==> config.mk <==
export PLATFORM = sky130hd
export DESIGN_NAME = operand_address_decode
export DESIGN_NICKNAME = d
export VERILOG_FILES = /design/src/core/opdec_pkg.sv /design/src/core/gpr_if.sv /design/src/core/gpr_file.sv /design/src/core/operand_address_decode.sv
export VERILOG_INCLUDE_DIRS = /design/src /design/src/core
export SDC_FILE = /design/constraint.sdc
export NUM_CORES = 1
export LEC_CHECK = 0
export BUFFER_PORTS_ARGS = -buffer_cell sky130_fd_sc_hd__buf_2
export CAP_MARGIN = 40
export CELL_PAD_IN_SITES_DETAIL_PLACEMENT = 2
export CELL_PAD_IN_SITES_GLOBAL_PLACEMENT = 2
export CORE_MARGIN = 2
export CORE_UTILIZATION = 30
export DETAILED_ROUTE_END_ITERATION = 7
export GPL_TIMING_DRIVEN = 1
export PLACE_DENSITY = 0.75
export SLEW_MARGIN = 30
export SYNTH_ARGS = -nofsm -noshare
export SYNTH_HDL_FRONTEND = slang
export SYNTH_HIERARCHICAL = 1
export SYNTH_SLANG_ARGS = --single-unit
==> constraint.sdc <==
create_clock -name clk -period 8.5 [get_ports clk]
set_input_delay 2.55 -clock clk [delete_from_list [all_inputs] [get_ports clk]]
set_output_delay 2.55 -clock clk [all_outputs]
set_load 0.01 [all_outputs]
==> src/core/opdec_map.svh <==
/*
  Offsets, field positions, reset values and fixed figures of the operand
  address decoder. Assumes APB byte addresses on an 8-bit paddr.
*/
`ifndef OPDEC_MAP_SVH
`define OPDEC_MAP_SVH

// Register byte offsets
`define OPDEC_CTRL_OFS 8'h00
`define OPDEC_STATUS_OFS 8'h04
`define OPDEC_INSTR_OFS 8'h08
`define OPDEC_SRC_OFS 8'h0c
`define OPDEC_PURE_OFS 8'h10
`define OPDEC_DEST_OFS 8'h14
`define OPDEC_VECTOR_OFS 8'h18
// General registers R0..R7 at 8'h20 + 4*n
`define OPDEC_GPR_TAG 3'h1

// Control bits
`define OPDEC_CTRL_RUN 0
`define OPDEC_CTRL_TRACE 1
`define OPDEC_CTRL_IRQ 2
`define OPDEC_CTRL_REEVAL 3
`define OPDEC_CTRL_RESET 3'h0

// Status bits
`define OPDEC_ST_BOUNDARY 0
`define OPDEC_ST_STACK 1
`define OPDEC_ST_TRACED 2
`define OPDEC_ST_BUSY 8

// Instruction fields
`define OPDEC_SF_HI 11
`define OPDEC_SF_LO 6
`define OPDEC_DR_HI 2
`define OPDEC_DR_LO 0

// Fixed figures
`define OPDEC_WORD_STEP 16'h0002
`define OPDEC_STACK_LIMIT 16'h0100
`define OPDEC_TRACE_VECTOR 16'h000c
`define OPDEC_PC_SEL 3'h7
`define OPDEC_SP_SEL 3'h6

`endif

==> src/core/opdec_pkg.sv <==
/*
  Types and field helpers of the operand address decoder.
  Assumes opdec_map.svh is on the include path.
*/
`include "opdec_map.svh"

package opdec_pkg;

  typedef enum logic [3:0] {
    S_IDLE = 4'b0000,
    S_LD_PC = 4'b0001,
    S_MEMRD = 4'b0010,
    S_GOT_INSTR = 4'b0011,
    S_RD_RS = 4'b0100,
    S_GOT_RS = 4'b0101,
    S_INDEX = 4'b0110,
    S_DEFER = 4'b0111,
    S_OPERAND = 4'b1000,
    S_FINISH = 4'b1001,
    S_DEST = 4'b1010,
    S_TRACE = 4'b1011,
    S_RE_GOT = 4'b1100,
    S_RE_DONE = 4'b1101
  } eng_state_t;

  function automatic logic [5:0] source_field(input logic [15:0] instr);
    source_field = instr[`OPDEC_SF_HI:`OPDEC_SF_LO];
  endfunction

  function automatic logic [2:0] source_mode(input logic [15:0] instr);
    logic [5:0] f;
    f = source_field(instr);
    source_mode = f[5:3];
  endfunction

  function automatic logic [2:0] source_reg_select(input logic [15:0] instr);
    logic [5:0] f;
    f = source_field(instr);
    source_reg_select = f[2:0];
  endfunction

  function automatic logic [2:0] dest_reg_select(input logic [15:0] instr);
    dest_reg_select = instr[`OPDEC_DR_HI:`OPDEC_DR_LO];
  endfunction

endpackage

==> src/core/gpr_if.sv <==
/*
  Port between the decoder and its general register store.
  Assumes one read and one write per cycle, read data one cycle late.
*/
`timescale 1ns/100ps
`default_nettype none

interface gpr_if;
  logic [2:0] rd_addr;
  logic [15:0] rd_data;
  logic we;
  logic [2:0] wr_addr;
  logic [15:0] wr_data;

  modport owner (output rd_addr, output we, output wr_addr, output wr_data, input rd_data);
  modport store (input rd_addr, input we, input wr_addr, input wr_data, output rd_data);
endinterface

`default_nettype wire

==> src/core/gpr_file.sv <==
/*
  Eight 16-bit general registers, R7 doubling as program counter.
  Assumes a single clock, synchronous active-low reset.
*/
`timescale 1ns/100ps
`default_nettype none

module gpr_file (
  // Clock and reset
  input wire logic clk,
  input wire logic resetn,
  // Register port
  gpr_if.store port
);
  logic [15:0] mem_reg [8];
  logic [15:0] rd_reg;

  // Read data is registered; a write lands before the next read samples it
  always_ff @(posedge clk) begin
    if (!resetn) begin
      for (int i = 0; i < 8; i++) begin
        mem_reg[i] <= 16'h0000;
      end
      rd_reg <= 16'h0000;
    end else begin
      if (port.we) begin
        mem_reg[port.wr_addr] <= port.wr_data;
      end
      rd_reg <= mem_reg[port.rd_addr];
    end
  end

  assign port.rd_data = rd_reg;
endmodule // gpr_file

`default_nettype wire

==> src/core/operand_address_decode.sv <==
/*
  Fetch and source-operand address engine of a 16-bit processor, with an
  APB register slave. Assumes word memory that answers mem_req with mem_ack
  and data in the same cycle, holding no request of its own.
*/
`timescale 1ns/100ps
`default_nettype none
`include "opdec_map.svh"

// Contract
// RL1: Source field is instruction bits 11:6; upper three mode, lower three register.
// RL2: Destination register is chosen straight from its field, no address calculation.
// RL3: Following-word fetch reads memory at PC then advances PC by 2.
// RL4: Mode 0 takes the selected register itself, no memory access, no side effect.
// RL5: Mode 2, not R7: read word at register, then increment register by 2.
// RL6: Mode 2 with R7: following word is immediate operand, PC moves past it.
// RL7: Mode 4: decrement register by 2 first, then read at decremented value.
// RL8: Mode 6, not R7: fetch following word, add register, read at sum.
// RL9: Mode 6 with R7: add following word to advanced PC, read there.
// RL10: Mode 1 reads via register; mode 3 reads pointer there, then increments by 2.
// RL11: Mode 3 with R7: following word is absolute operand address.
// RL12: Mode 5: decrement by 2, read pointer at register, then operand through it.
// RL13: Mode 7, not R7: read pointer at following word plus register, then operand.
// RL14: Mode 7 with R7: pointer at following word plus advanced PC, then operand.
// RL15: SP used in mode 4 or 5 and below octal 400 sets stack overflow.
// RL16: Running with no interrupt request: fetch at PC, add 2, then execute.
// RL17: After each instruction with trace set, change state via vector 14, clear trace. Code only records vector 0x000c, sets traced, clears trace.
// RL18: Side-effect-free re-evaluation repeats no updates; immediate reads at PC minus 2.
// RL19: Each increment, decrement and PC advance happens once per reference, in order.
// RL20: Odd word address does not complete; it sets the boundary error flag.
module operand_address_decode
  import opdec_pkg::*;
(
  // Clock and reset
  input wire logic clk,
  input wire logic resetn,
  // APB slave
  input wire logic psel,
  input wire logic penable,
  input wire logic pwrite,
  input wire logic [7:0] paddr,
  input wire logic [31:0] pwdata,
  output logic [31:0] prdata,
  output logic pready,
  output logic pslverr,
  // Word memory port
  output logic mem_req,
  output logic [15:0] mem_addr,
  input wire logic [15:0] mem_rdata,
  input wire logic mem_ack
);
  gpr_if rf ();

  gpr_file u_gpr (
    .clk(clk),
    .resetn(resetn),
    .port(rf.store)
  );

  eng_state_t state_reg, state_next, ret_reg, ret_next;
  logic [15:0] pc_reg, pc_next, rs_reg, rs_next, addr_reg, addr_next;
  logic [15:0] data_reg, data_next, instr_reg, instr_next;
  logic [15:0] operand_reg, operand_next, pure_reg, pure_next;
  logic [15:0] dest_reg, dest_next, vector_reg, vector_next;
  logic [2:0] ctrl_reg, ctrl_next, flags_reg, flags_next;
  logic req_reg, req_next, inc_reg, inc_next;
  logic [2:0] eng_rd_addr, eng_wr_addr, mode, sel;
  logic eng_we;
  logic [15:0] eng_wr_data;

  logic [31:0] prdata_reg, prdata_next;
  logic pready_reg, pready_next, pslverr_reg, pslverr_next, gwait_reg, gwait_next;
  logic ctrl_wr, reeval_go, apb_we, apb_gpr_req, apb_use;
  logic [2:0] flags_clr, apb_rd_addr;
  logic [15:0] base;

  assign mode = source_mode(instr_reg); // RL1
  assign sel = source_reg_select(instr_reg); // RL1
  assign apb_gpr_req = psel && (paddr[7:5] == `OPDEC_GPR_TAG);
  assign apb_use = apb_gpr_req && (state_reg == S_IDLE);

  // One register store port, the bus wins only while the engine is idle
  assign rf.rd_addr = apb_use ? apb_rd_addr : eng_rd_addr;
  assign rf.we = apb_use ? apb_we : eng_we;
  assign rf.wr_addr = apb_use ? paddr[4:2] : eng_wr_addr;
  assign rf.wr_data = apb_use ? pwdata[15:0] : eng_wr_data;

  always_comb begin
    state_next = state_reg;
    ret_next = ret_reg;
    pc_next = pc_reg;
    rs_next = rs_reg;
    addr_next = addr_reg;
    data_next = data_reg;
    instr_next = instr_reg;
    operand_next = operand_reg;
    pure_next = pure_reg;
    dest_next = dest_reg;
    vector_next = vector_reg;
    req_next = req_reg;
    inc_next = inc_reg;
    flags_next = flags_reg & ~flags_clr;
    ctrl_next = ctrl_reg;
    eng_rd_addr = 3'h0;
    eng_we = 1'b0;
    eng_wr_addr = sel;
    eng_wr_data = 16'h0000;
    base = 16'h0000;
    unique case (state_reg)
      S_IDLE: begin
        if (reeval_go && !apb_gpr_req) begin
          eng_rd_addr = sel;
          state_next = S_RE_GOT;
        end else if (ctrl_reg[`OPDEC_CTRL_RUN] && !ctrl_reg[`OPDEC_CTRL_IRQ]
                     && !apb_gpr_req) begin // RL16
          eng_rd_addr = `OPDEC_PC_SEL;
          state_next = S_LD_PC;
        end
      end
      S_LD_PC: begin
        pc_next = rf.rd_data;
        addr_next = rf.rd_data;
        ret_next = S_GOT_INSTR;
        state_next = S_MEMRD;
      end
      S_MEMRD: begin
        if (addr_reg[0]) begin
          // Odd word address aborts the instruction before its memory cycle is requested
          flags_next[`OPDEC_ST_BOUNDARY] = 1'b1; // RL20
          inc_next = 1'b0;
          state_next = S_IDLE;
        end else if (!req_reg) begin
          req_next = 1'b1;
        end else if (mem_ack) begin
          req_next = 1'b0;
          data_next = mem_rdata;
          state_next = ret_reg;
        end
      end
      S_GOT_INSTR: begin
        instr_next = data_reg;
        eng_we = 1'b1;
        eng_wr_addr = `OPDEC_PC_SEL;
        eng_wr_data = pc_reg + `OPDEC_WORD_STEP; // RL16
        pc_next = eng_wr_data;
        state_next = S_RD_RS;
      end
      S_RD_RS: begin
        eng_rd_addr = sel;
        state_next = S_GOT_RS;
      end
      S_GOT_RS: begin
        rs_next = rf.rd_data;
        addr_next = rf.rd_data;
        state_next = S_MEMRD;
        unique case (mode)
          3'h0: begin
            operand_next = rf.rd_data; // RL4
            state_next = S_FINISH;
          end
          3'h1: ret_next = S_OPERAND; // RL10
          3'h2: begin
            // With R7 the register is the PC, so this is the immediate word
            inc_next = 1'b1; // RL5 RL6
            ret_next = S_OPERAND;
          end
          3'h3: begin
            inc_next = 1'b1; // RL10 RL11
            ret_next = S_DEFER;
          end
          3'h4, 3'h5: begin
            eng_we = 1'b1;
            eng_wr_data = rf.rd_data - `OPDEC_WORD_STEP; // RL7 RL12
            rs_next = eng_wr_data;
            addr_next = eng_wr_data;
            if (sel == `OPDEC_PC_SEL) begin
              pc_next = eng_wr_data;
            end
            ret_next = (mode == 3'h4) ? S_OPERAND : S_DEFER;
          end
          3'h6, 3'h7: begin
            addr_next = pc_reg; // RL3
            ret_next = S_INDEX;
          end
        endcase
      end
      S_INDEX: begin
        eng_we = 1'b1;
        eng_wr_addr = `OPDEC_PC_SEL;
        eng_wr_data = pc_reg + `OPDEC_WORD_STEP; // RL3 RL19
        pc_next = eng_wr_data;
        base = (sel == `OPDEC_PC_SEL) ? eng_wr_data : rs_reg; // RL9 RL14
        addr_next = data_reg + base; // RL8 RL13
        ret_next = (mode == 3'h7) ? S_DEFER : S_OPERAND;
        state_next = S_MEMRD;
      end
      S_DEFER: begin
        addr_next = data_reg; // RL12 RL13 RL14
        ret_next = S_OPERAND;
        state_next = S_MEMRD;
      end
      S_OPERAND: begin
        operand_next = data_reg;
        if (inc_reg) begin
          // Increment only after the last reference through the register
          eng_we = 1'b1;
          eng_wr_data = rs_reg + `OPDEC_WORD_STEP; // RL5 RL10 RL19
          rs_next = eng_wr_data;
          if (sel == `OPDEC_PC_SEL) begin
            pc_next = eng_wr_data; // RL6 RL11
          end
          inc_next = 1'b0;
        end
        state_next = S_FINISH;
      end
      S_FINISH: begin
        if (sel == `OPDEC_SP_SEL && (mode == 3'h4 || mode == 3'h5)
            && rs_reg < `OPDEC_STACK_LIMIT) begin
          flags_next[`OPDEC_ST_STACK] = 1'b1; // RL15
        end
        eng_rd_addr = dest_reg_select(instr_reg); // RL2
        state_next = S_DEST;
      end
      S_DEST: begin
        dest_next = rf.rd_data; // RL2
        state_next = S_TRACE;
      end
      S_TRACE: begin
        if (ctrl_reg[`OPDEC_CTRL_TRACE]) begin
          flags_next[`OPDEC_ST_TRACED] = 1'b1; // RL17
          vector_next = `OPDEC_TRACE_VECTOR; // RL17
          ctrl_next[`OPDEC_CTRL_TRACE] = 1'b0; // RL17
        end
        state_next = S_IDLE;
      end
      S_RE_GOT: begin
        // No register write on this path, so no register update is repeated
        state_next = S_IDLE;
        if (mode == 3'h0) begin
          pure_next = rf.rd_data; // RL18
        end else if (mode == 3'h1) begin
          addr_next = rf.rd_data;
          ret_next = S_RE_DONE;
          state_next = S_MEMRD;
        end else if (mode == 3'h2 && sel == `OPDEC_PC_SEL) begin
          addr_next = rf.rd_data - `OPDEC_WORD_STEP; // RL18
          ret_next = S_RE_DONE;
          state_next = S_MEMRD;
        end else begin
          pure_next = operand_reg; // RL18
        end
      end
      S_RE_DONE: begin
        pure_next = data_reg; // RL18
        state_next = S_IDLE;
      end
      default: state_next = S_IDLE;
    endcase
    // Software writes land after the engine, so a set by software is kept
    if (ctrl_wr) begin
      ctrl_next = pwdata[2:0];
    end
  end

  always_ff @(posedge clk) begin
    if (!resetn) begin
      state_reg <= S_IDLE;
      ret_reg <= S_IDLE;
      pc_reg <= 16'h0000;
      rs_reg <= 16'h0000;
      addr_reg <= 16'h0000;
      data_reg <= 16'h0000;
      instr_reg <= 16'h0000;
      operand_reg <= 16'h0000;
      pure_reg <= 16'h0000;
      dest_reg <= 16'h0000;
      vector_reg <= 16'h0000;
      req_reg <= 1'b0;
      inc_reg <= 1'b0;
      flags_reg <= 3'h0;
      ctrl_reg <= `OPDEC_CTRL_RESET;
    end else begin
      state_reg <= state_next;
      ret_reg <= ret_next;
      pc_reg <= pc_next;
      rs_reg <= rs_next;
      addr_reg <= addr_next;
      data_reg <= data_next;
      instr_reg <= instr_next;
      operand_reg <= operand_next;
      pure_reg <= pure_next;
      dest_reg <= dest_next;
      vector_reg <= vector_next;
      req_reg <= req_next;
      inc_reg <= inc_next;
      flags_reg <= flags_next;
      ctrl_reg <= ctrl_next;
    end
  end

  // APB slave: one wait state for plain registers and general register writes, two for general register reads
  always_comb begin
    pready_next = 1'b0;
    pslverr_next = 1'b0;
    prdata_next = prdata_reg;
    gwait_next = 1'b0;
    ctrl_wr = 1'b0;
    reeval_go = 1'b0;
    flags_clr = 3'h0;
    apb_we = 1'b0;
    apb_rd_addr = 3'h0;
    if (psel && penable && !pready_reg) begin
      if (paddr[7:5] == `OPDEC_GPR_TAG) begin
        if (gwait_reg) begin
          prdata_next = {16'h0000, rf.rd_data};
          pready_next = 1'b1;
        end else if (state_reg != S_IDLE) begin
          // Refused while the engine owns the register store
          pready_next = 1'b1;
          pslverr_next = 1'b1;
        end else if (pwrite) begin
          apb_we = 1'b1;
          pready_next = 1'b1;
        end else begin
          apb_rd_addr = paddr[4:2];
          gwait_next = 1'b1;
        end
      end else begin
        pready_next = 1'b1;
        prdata_next = 32'h0000_0000;
        unique case (paddr)
          `OPDEC_CTRL_OFS: begin
            ctrl_wr = pwrite;
            reeval_go = pwrite && pwdata[`OPDEC_CTRL_REEVAL];
            prdata_next = {29'h0000_0000, ctrl_reg};
          end
          `OPDEC_STATUS_OFS: begin
            flags_clr = pwrite ? pwdata[2:0] : 3'h0;
            prdata_next = {23'h00_0000, (state_reg != S_IDLE), 5'h00, flags_reg};
          end
          `OPDEC_INSTR_OFS: prdata_next = {16'h0000, instr_reg};
          `OPDEC_SRC_OFS: prdata_next = {16'h0000, operand_reg};
          `OPDEC_PURE_OFS: prdata_next = {16'h0000, pure_reg};
          `OPDEC_DEST_OFS: prdata_next = {16'h0000, dest_reg};
          `OPDEC_VECTOR_OFS: prdata_next = {16'h0000, vector_reg};
          default: pslverr_next = 1'b1;
        endcase
      end
    end
  end

  always_ff @(posedge clk) begin
    if (!resetn) begin
      prdata_reg <= 32'h0000_0000;
      pready_reg <= 1'b0;
      pslverr_reg <= 1'b0;
      gwait_reg <= 1'b0;
    end else begin
      prdata_reg <= prdata_next;
      pready_reg <= pready_next;
      pslverr_reg <= pslverr_next;
      gwait_reg <= gwait_next;
    end
  end

  assign prdata = prdata_reg;
  assign pready = pready_reg;
  assign pslverr = pslverr_reg;
  assign mem_req = req_reg;
  assign mem_addr = addr_reg;
endmodule // operand_address_decode

`default_nettype wire

Word level (Yosys, flattened, before mapping)
Memories as Yosys holds them, arrays and structs flattened. A register that Yosys moved wholly into a read port is not among the register bits.
Cells that the tools add are included.
{"block": "op_classes", "addsub": 4, "order_cmp": 1, "eq_ne": 45, "muxes": 102, "n_bitwise": 6, "reduce_logical": 48}
{"op": "$mux W16", "count": 18}
{"op": "$pmux W16 S2", "count": 4}
{"op": "$pmux W16 S7", "count": 1}
{"op": "$pmux W16 S5", "count": 1}
{"op": "$mux W32", "count": 2}
{"op": "$pmux W16 S4", "count": 1}
{"op": "$pmux W16 S3", "count": 1}
{"op": "$mux W3", "count": 15}
{"op": "$mux W4", "count": 11}
{"op": "$pmux W4 S10", "count": 1}
{"op": "$mux W1", "count": 38}
{"op": "$add A16 B2 Y16 const B", "count": 2}
{"op": "$eq A4 B4 Y1 const B", "count": 6}
{"op": "$eq A8 B5 Y1 const B", "count": 3}
{"op": "$pmux W4 S5", "count": 1}
{"op": "$eq A3 B3 Y1 const B", "count": 6}
{"op": "$ne A2 B2 Y1 const B", "count": 9}
{"op": "$add A16 B16 Y16", "count": 1}
{"op": "$eq A4 B3 Y1 const B", "count": 4}
{"op": "$eq A8 B4 Y1 const B", "count": 2}
{"op": "$lt A16 B9 Y1 const B", "count": 1}
{"op": "$pmux W4 S4", "count": 1}
{"op": "$reduce_or A16 Y1", "count": 1}
{"op": "$sub A16 B2 Y16 const B", "count": 1}
{"op": "other kinds (32)", "count": 75}
{"block": "totals", "regBits": 180, "ram_bits": 128, "out_inout_bits": 51, "word_cells": 227, "memories": 1}
{"memory": "u_gpr.mem_reg", "words": 8, "width": 16, "rd": 1, "rd_ports_with_merged_regs": 1, "write_ports": 8, "line": "gpr_file.sv:15", "source": "logic [15:0] mem_reg [8];"}

Depth between registers and ports, before layout
{"block": "logic_depth", "word_depth": 11, "depth_mapped": 15, "depth_no_buf": 13}

By module
Netlist, hierarchy kept.
{"module": "operand_address_decode", "n_inst": 1, "cells_each": 1560, "area_each_um2": 11293.3, "seq_area_each_um2": 3283.1}
{"module": "gpr_file", "n_inst": 1, "cells_each": 412, "area_each_um2": 6358.6, "seq_area_each_um2": 4164.0}

Least setup slack after synthesis
No wires, ideal clock.
{"block": "synth_timing", "path_type": "input-to-reg", "from": "input paddr[7]", "to": "memory u_gpr.mem_reg[3][0] (enable)", "arrival_ps": 5543, "slack_ps": 2545, "stages": 7, "path_buffers": 1, "path_cell_list": "nor3b_1 > nand2_1 > nor2_1 > clkbuf_1 > o21ai_0 > nand2b_1 > o21ai_0"}
{"element": "from (decl)", "line": "operand_address_decode.sv:41", "source": "input wire logic [7:0] paddr,"}
{"element": "to (decl)", "line": "gpr_file.sv:15"}

Final worst setup path
{"block": "layout_timing", "from": "input paddr[5]", "to": "register u_gpr.rd_reg[14], in the netlist u_gpr/port.rd_data[14], read port of u_gpr.mem_reg"}
{"block": "layout_between", "elab_chain_cells": 8, "word_cells_on_any_way": 16, "classes_between": "eq/ne (1); mux (9); reduce/logical (6)"}
{"element": "$logic_not A8 Y1 or $eq A3 B1 Y1 (tied branches)"}
{"element": "$mux W1 or $logic_and A1 B1 Y1 (tied branches)", "line": "operand_address_decode.sv:331, operand_address_decode.sv:79"}
{"element": "$mux W1 or $logic_not A1 Y1 (tied branches)", "line": "operand_address_decode.sv:313, operand_address_decode.sv:111, operand_address_decode.sv:115"}
{"element": "$mux W1 or $logic_and A1 B1 Y1 (tied branches)", "line": "operand_address_decode.sv:312, operand_address_decode.sv:114"}
{"element": "$logic_and A1 B1 Y1 or $mux W3 (tied branches)", "line": "operand_address_decode.sv:111, operand_address_decode.sv:114"}
{"element": "$mux W3", "line": "operand_address_decode.sv:111", "source": "if (reeval_go && !apb_gpr_req) begin"}
{"element": "$pmux W3 S3", "line": "operand_address_decode.sv:109", "source": "unique case (state_reg)"}
{"element": "$mux W3 *", "line": "operand_address_decode.sv:83", "source": "assign rf.rd_addr = apb_use ? apb_rd_addr : eng_rd_addr;"}
{"element": "via rf.rd_addr[2]", "line": "gpr_if.sv:9", "source": "logic [2:0] rd_addr;"}
{"element": "to (decl)", "line": "gpr_file.sv:16", "source": "logic [15:0] rd_reg;"}
The timed path passes the listed nets; every way through them passes the cells marked *.
A chain may end at the register's enable or synchronous reset.

==> results.toml <==
[timing]
hold_violations = 0
clock_skew_ns = 0.0306
grt_setup_unrepaired = "no"
finalSetupTns_ns = 0
setup_viol = 0
slew_headroom_pct = 39.2
worst_pin_slew_ns = 0.910
drv_slew = 0
final.period_utilization_pct = 68.0
fmax_mhz = 173
finalCriticalPeriod_ns = 5.78

[cells_and_area]
diodes = 0
fin_util_pct = 34.5
multiInputGateArea_sq_um = 9300
fillCellCount = 6517
final_net_count = 2086
drive_above_1_share_pct = 14.0
largest_reg_flops = 128
areaGrowthSynthToFinish_pct = 13.3
seqCellArea_sq_um = 7450

[cts]
hold_buffers = 0
cts_tree = "built"
clock_sinks = 308
cts_setup_buffers = 0
numCtsBuffers = 38
cts-root-buf = "clkbuf_16"
cts_buffer_depth = 3
path_clk_slew_ns = 0.06
post_cts_resized = 0
htreeDepth = 2
clk-insertion-delay-late_ns = 0.58

[pwr]
power.density_nw_per_um2 = 172
p_int_mw = 2.57
pwr-share-comb_pct = 5.5
worst_ir_drop_vdd_mv = 0.126
seqPwrFrac_pct = 46.2
p_switching_mw = 0.871
pwr-share-clk_pct = 48.3
p_leak_nw = 7.26
switching_share_pct = 25.4

[critical_path]
path_cells = "buf_2 -> or3b_1 -> nand3_1 -> nor4_2 -> and2_1 -> o311ai_0 -> o211ai_1 -> buf_4 -> mux4_2 -> inv_1 -> a221oi_1"
critical_path.top_delay_family = "simple AND/OR/NAND/NOR gates"
cpMaxStageDelayCell = "buf_4"
critPathKind = "in -> reg"
crit_required_ns = 8.94
crit_fanout = 48
path_buf_inv = 3
r2r_cells = 10
critPathLaunchType = "primary input"
critPathCaptureType = "flop"
cp.depth = 11
crit_arrival_ns = 6.22
cp_slowest_stage_delay_ns = 0.65

[global_routing]
grt_max_degree = 60
antenna_found_initial = 0
grt-ovfl-total = 0
grt_usage_pct = 24.3
first_global_vias = 17200
grt_pass1_wl_mm = 111

[die]
die-area_sq_um = 60800
num_io_pins = 113
start_util_pct = 30.5
core_area_sq_um = 57900
die_w_um = 247
die_height_um = 247
num_rows = 88

[drt]
dr_wl_met2_mm = 36.4
dr_wl_met3_mm = 4.11
routed.top_layer = "met4"
wirelength_mm = 74.6
via_per_inst = 5.75
drtIter0Drc = 1238
wire_per_inst_um = 26.7
drc = 0
first_pass_iters = 5
final_antenna_net_count = 0
drt-met1-wl_mm = 31.7
vias = 16100

[synth]
syn_avg_cell_area_sq_um = 8.95
post-synth-top-area-fraction_pct = 21.8
ys_types = 95
synth_flop_cell = "dfxtp_1"
synth.most_common_cell = "nand2_1"
synth_common_cells = "nand2_1, dfxtp_1, a21oi_1"
async_reset_ff_share_pct = 0
synth-edff-count = 128
ys.warnings.count = 6
synth_area_leaders = "edfxtp_1, dfxtp_1, nand2_1"
synth_cells = 1972
netlist_area_sq_um = 17700
ys_seq_elements = 308
synth-seq-area-share_pct = 42.2
synth_top_area_cell = "edfxtp_1"

[hold_path]
holdPathStages = 2
hold_path_class = "reg -> reg"

[placed_design]
gp_congestion = 0.874
io_buffers = 80
place_hpwl_mm = 52.3

[run_status]
status = "finished clean"

[run]
max-cap-violations = 0
-- kinds of logic after synthesis --
kind of cell / share of synthesized area [%]
mux: 7.13
simple gates: 20.8
buf+inv: 5.67
xor+xnor: 3.13
flops: 42.2
other cells: 0.0212
compound gates: 19.4
fa+ha+maj: 1.59
-- worst reg2reg max path, cell delays in order, from the launching register on --
cell      delay (ns)
dfxtp_1         0.31
and3b_1         0.66
nand3_1         0.26
nor4_2          0.55
and2_1          0.24
o311ai_0        0.18
o211ai_1        0.22
buf_4           0.65
mux4_2          0.64
inv_1           0.07
a221oi_1        0.06
-- path summary, 6_finish.rpt --
check | from | to | slack [ns]
worst max-delay path | paddr[5] | u_gpr/port.rd_data[14] | 2.72
worst min-delay path | mem_addr[4] | mem_addr[4] | 0.46
worst max register to register | pready | u_gpr/port.rd_data[14] | 4.52
worst min register to register | mem_addr[4] | mem_addr[4] | 0.46
-- per-stage QoR --
step	total power [mW]	cells	hold WS (ns)	cell area, sq um	worst slack [ns]
after global routing	3.54	2797	0.481	20000	2.49
after global placement	1.79	2709	0.438	18500	2.27
after detailed placement	1.80	2720	0.452	18700	2.26
after floorplan	1.72	1987	0.433	17700	2.55
after CTS	3.46	2789	0.459	19900	2.79
final	3.44	2797	0.456	20000	2.72
-- layer usage --
| metal | vias to the layer above | track usage (%) |
|---|---|---|
| li1 | 7161 | - |
| met2 | 501 | 41.6 |
| met3 | 148 | 3.69 |
| met5 | - | 0 |
| met4 | 0 | 9.23 |
| met1 | 8259 | 30.8 |
-- final cells by class --
class                      count  share of cell area [%]
clock inverter                16                   0.926
clock buffer                  53                    5.29
inverter                      34                   0.645
sequential                   308                    37.2
tap                          765                    4.79
timing repair buffer         141                    4.59
multi-input combinational   1480                    46.5
-- power groups by stage --
stage	Sequential [mW]	Combinational, mW	Clock, mW
4_1_cts	1.59	0.184	1.69
5_1_grt	1.59	0.201	1.75
3_3_place_gp	1.62	0.171	0
6_report	1.59	0.188	1.66
3_5_place_dp	1.62	0.182	0
2_1_floorplan	1.61	0.113	0
-- cell usage in the layout, fill, tap and decap left out, drive strengths merged, types with 22 or more instances in the layout --
cell / count
a211oi: 24
a21oi: 171
a221oi: 40
and2: 135
buf: 139
clkbuf: 55
dfxtp: 180
edfxtp: 128
inv: 33
mux2: 22
mux2i: 65
nand2: 263
nand2b: 25
nand3: 41
nor2: 147
nor3: 26
o211ai: 31
o21ai: 151
xnor2: 32
xor2: 31
Note: power is estimated with default switching activity, not from simulation.
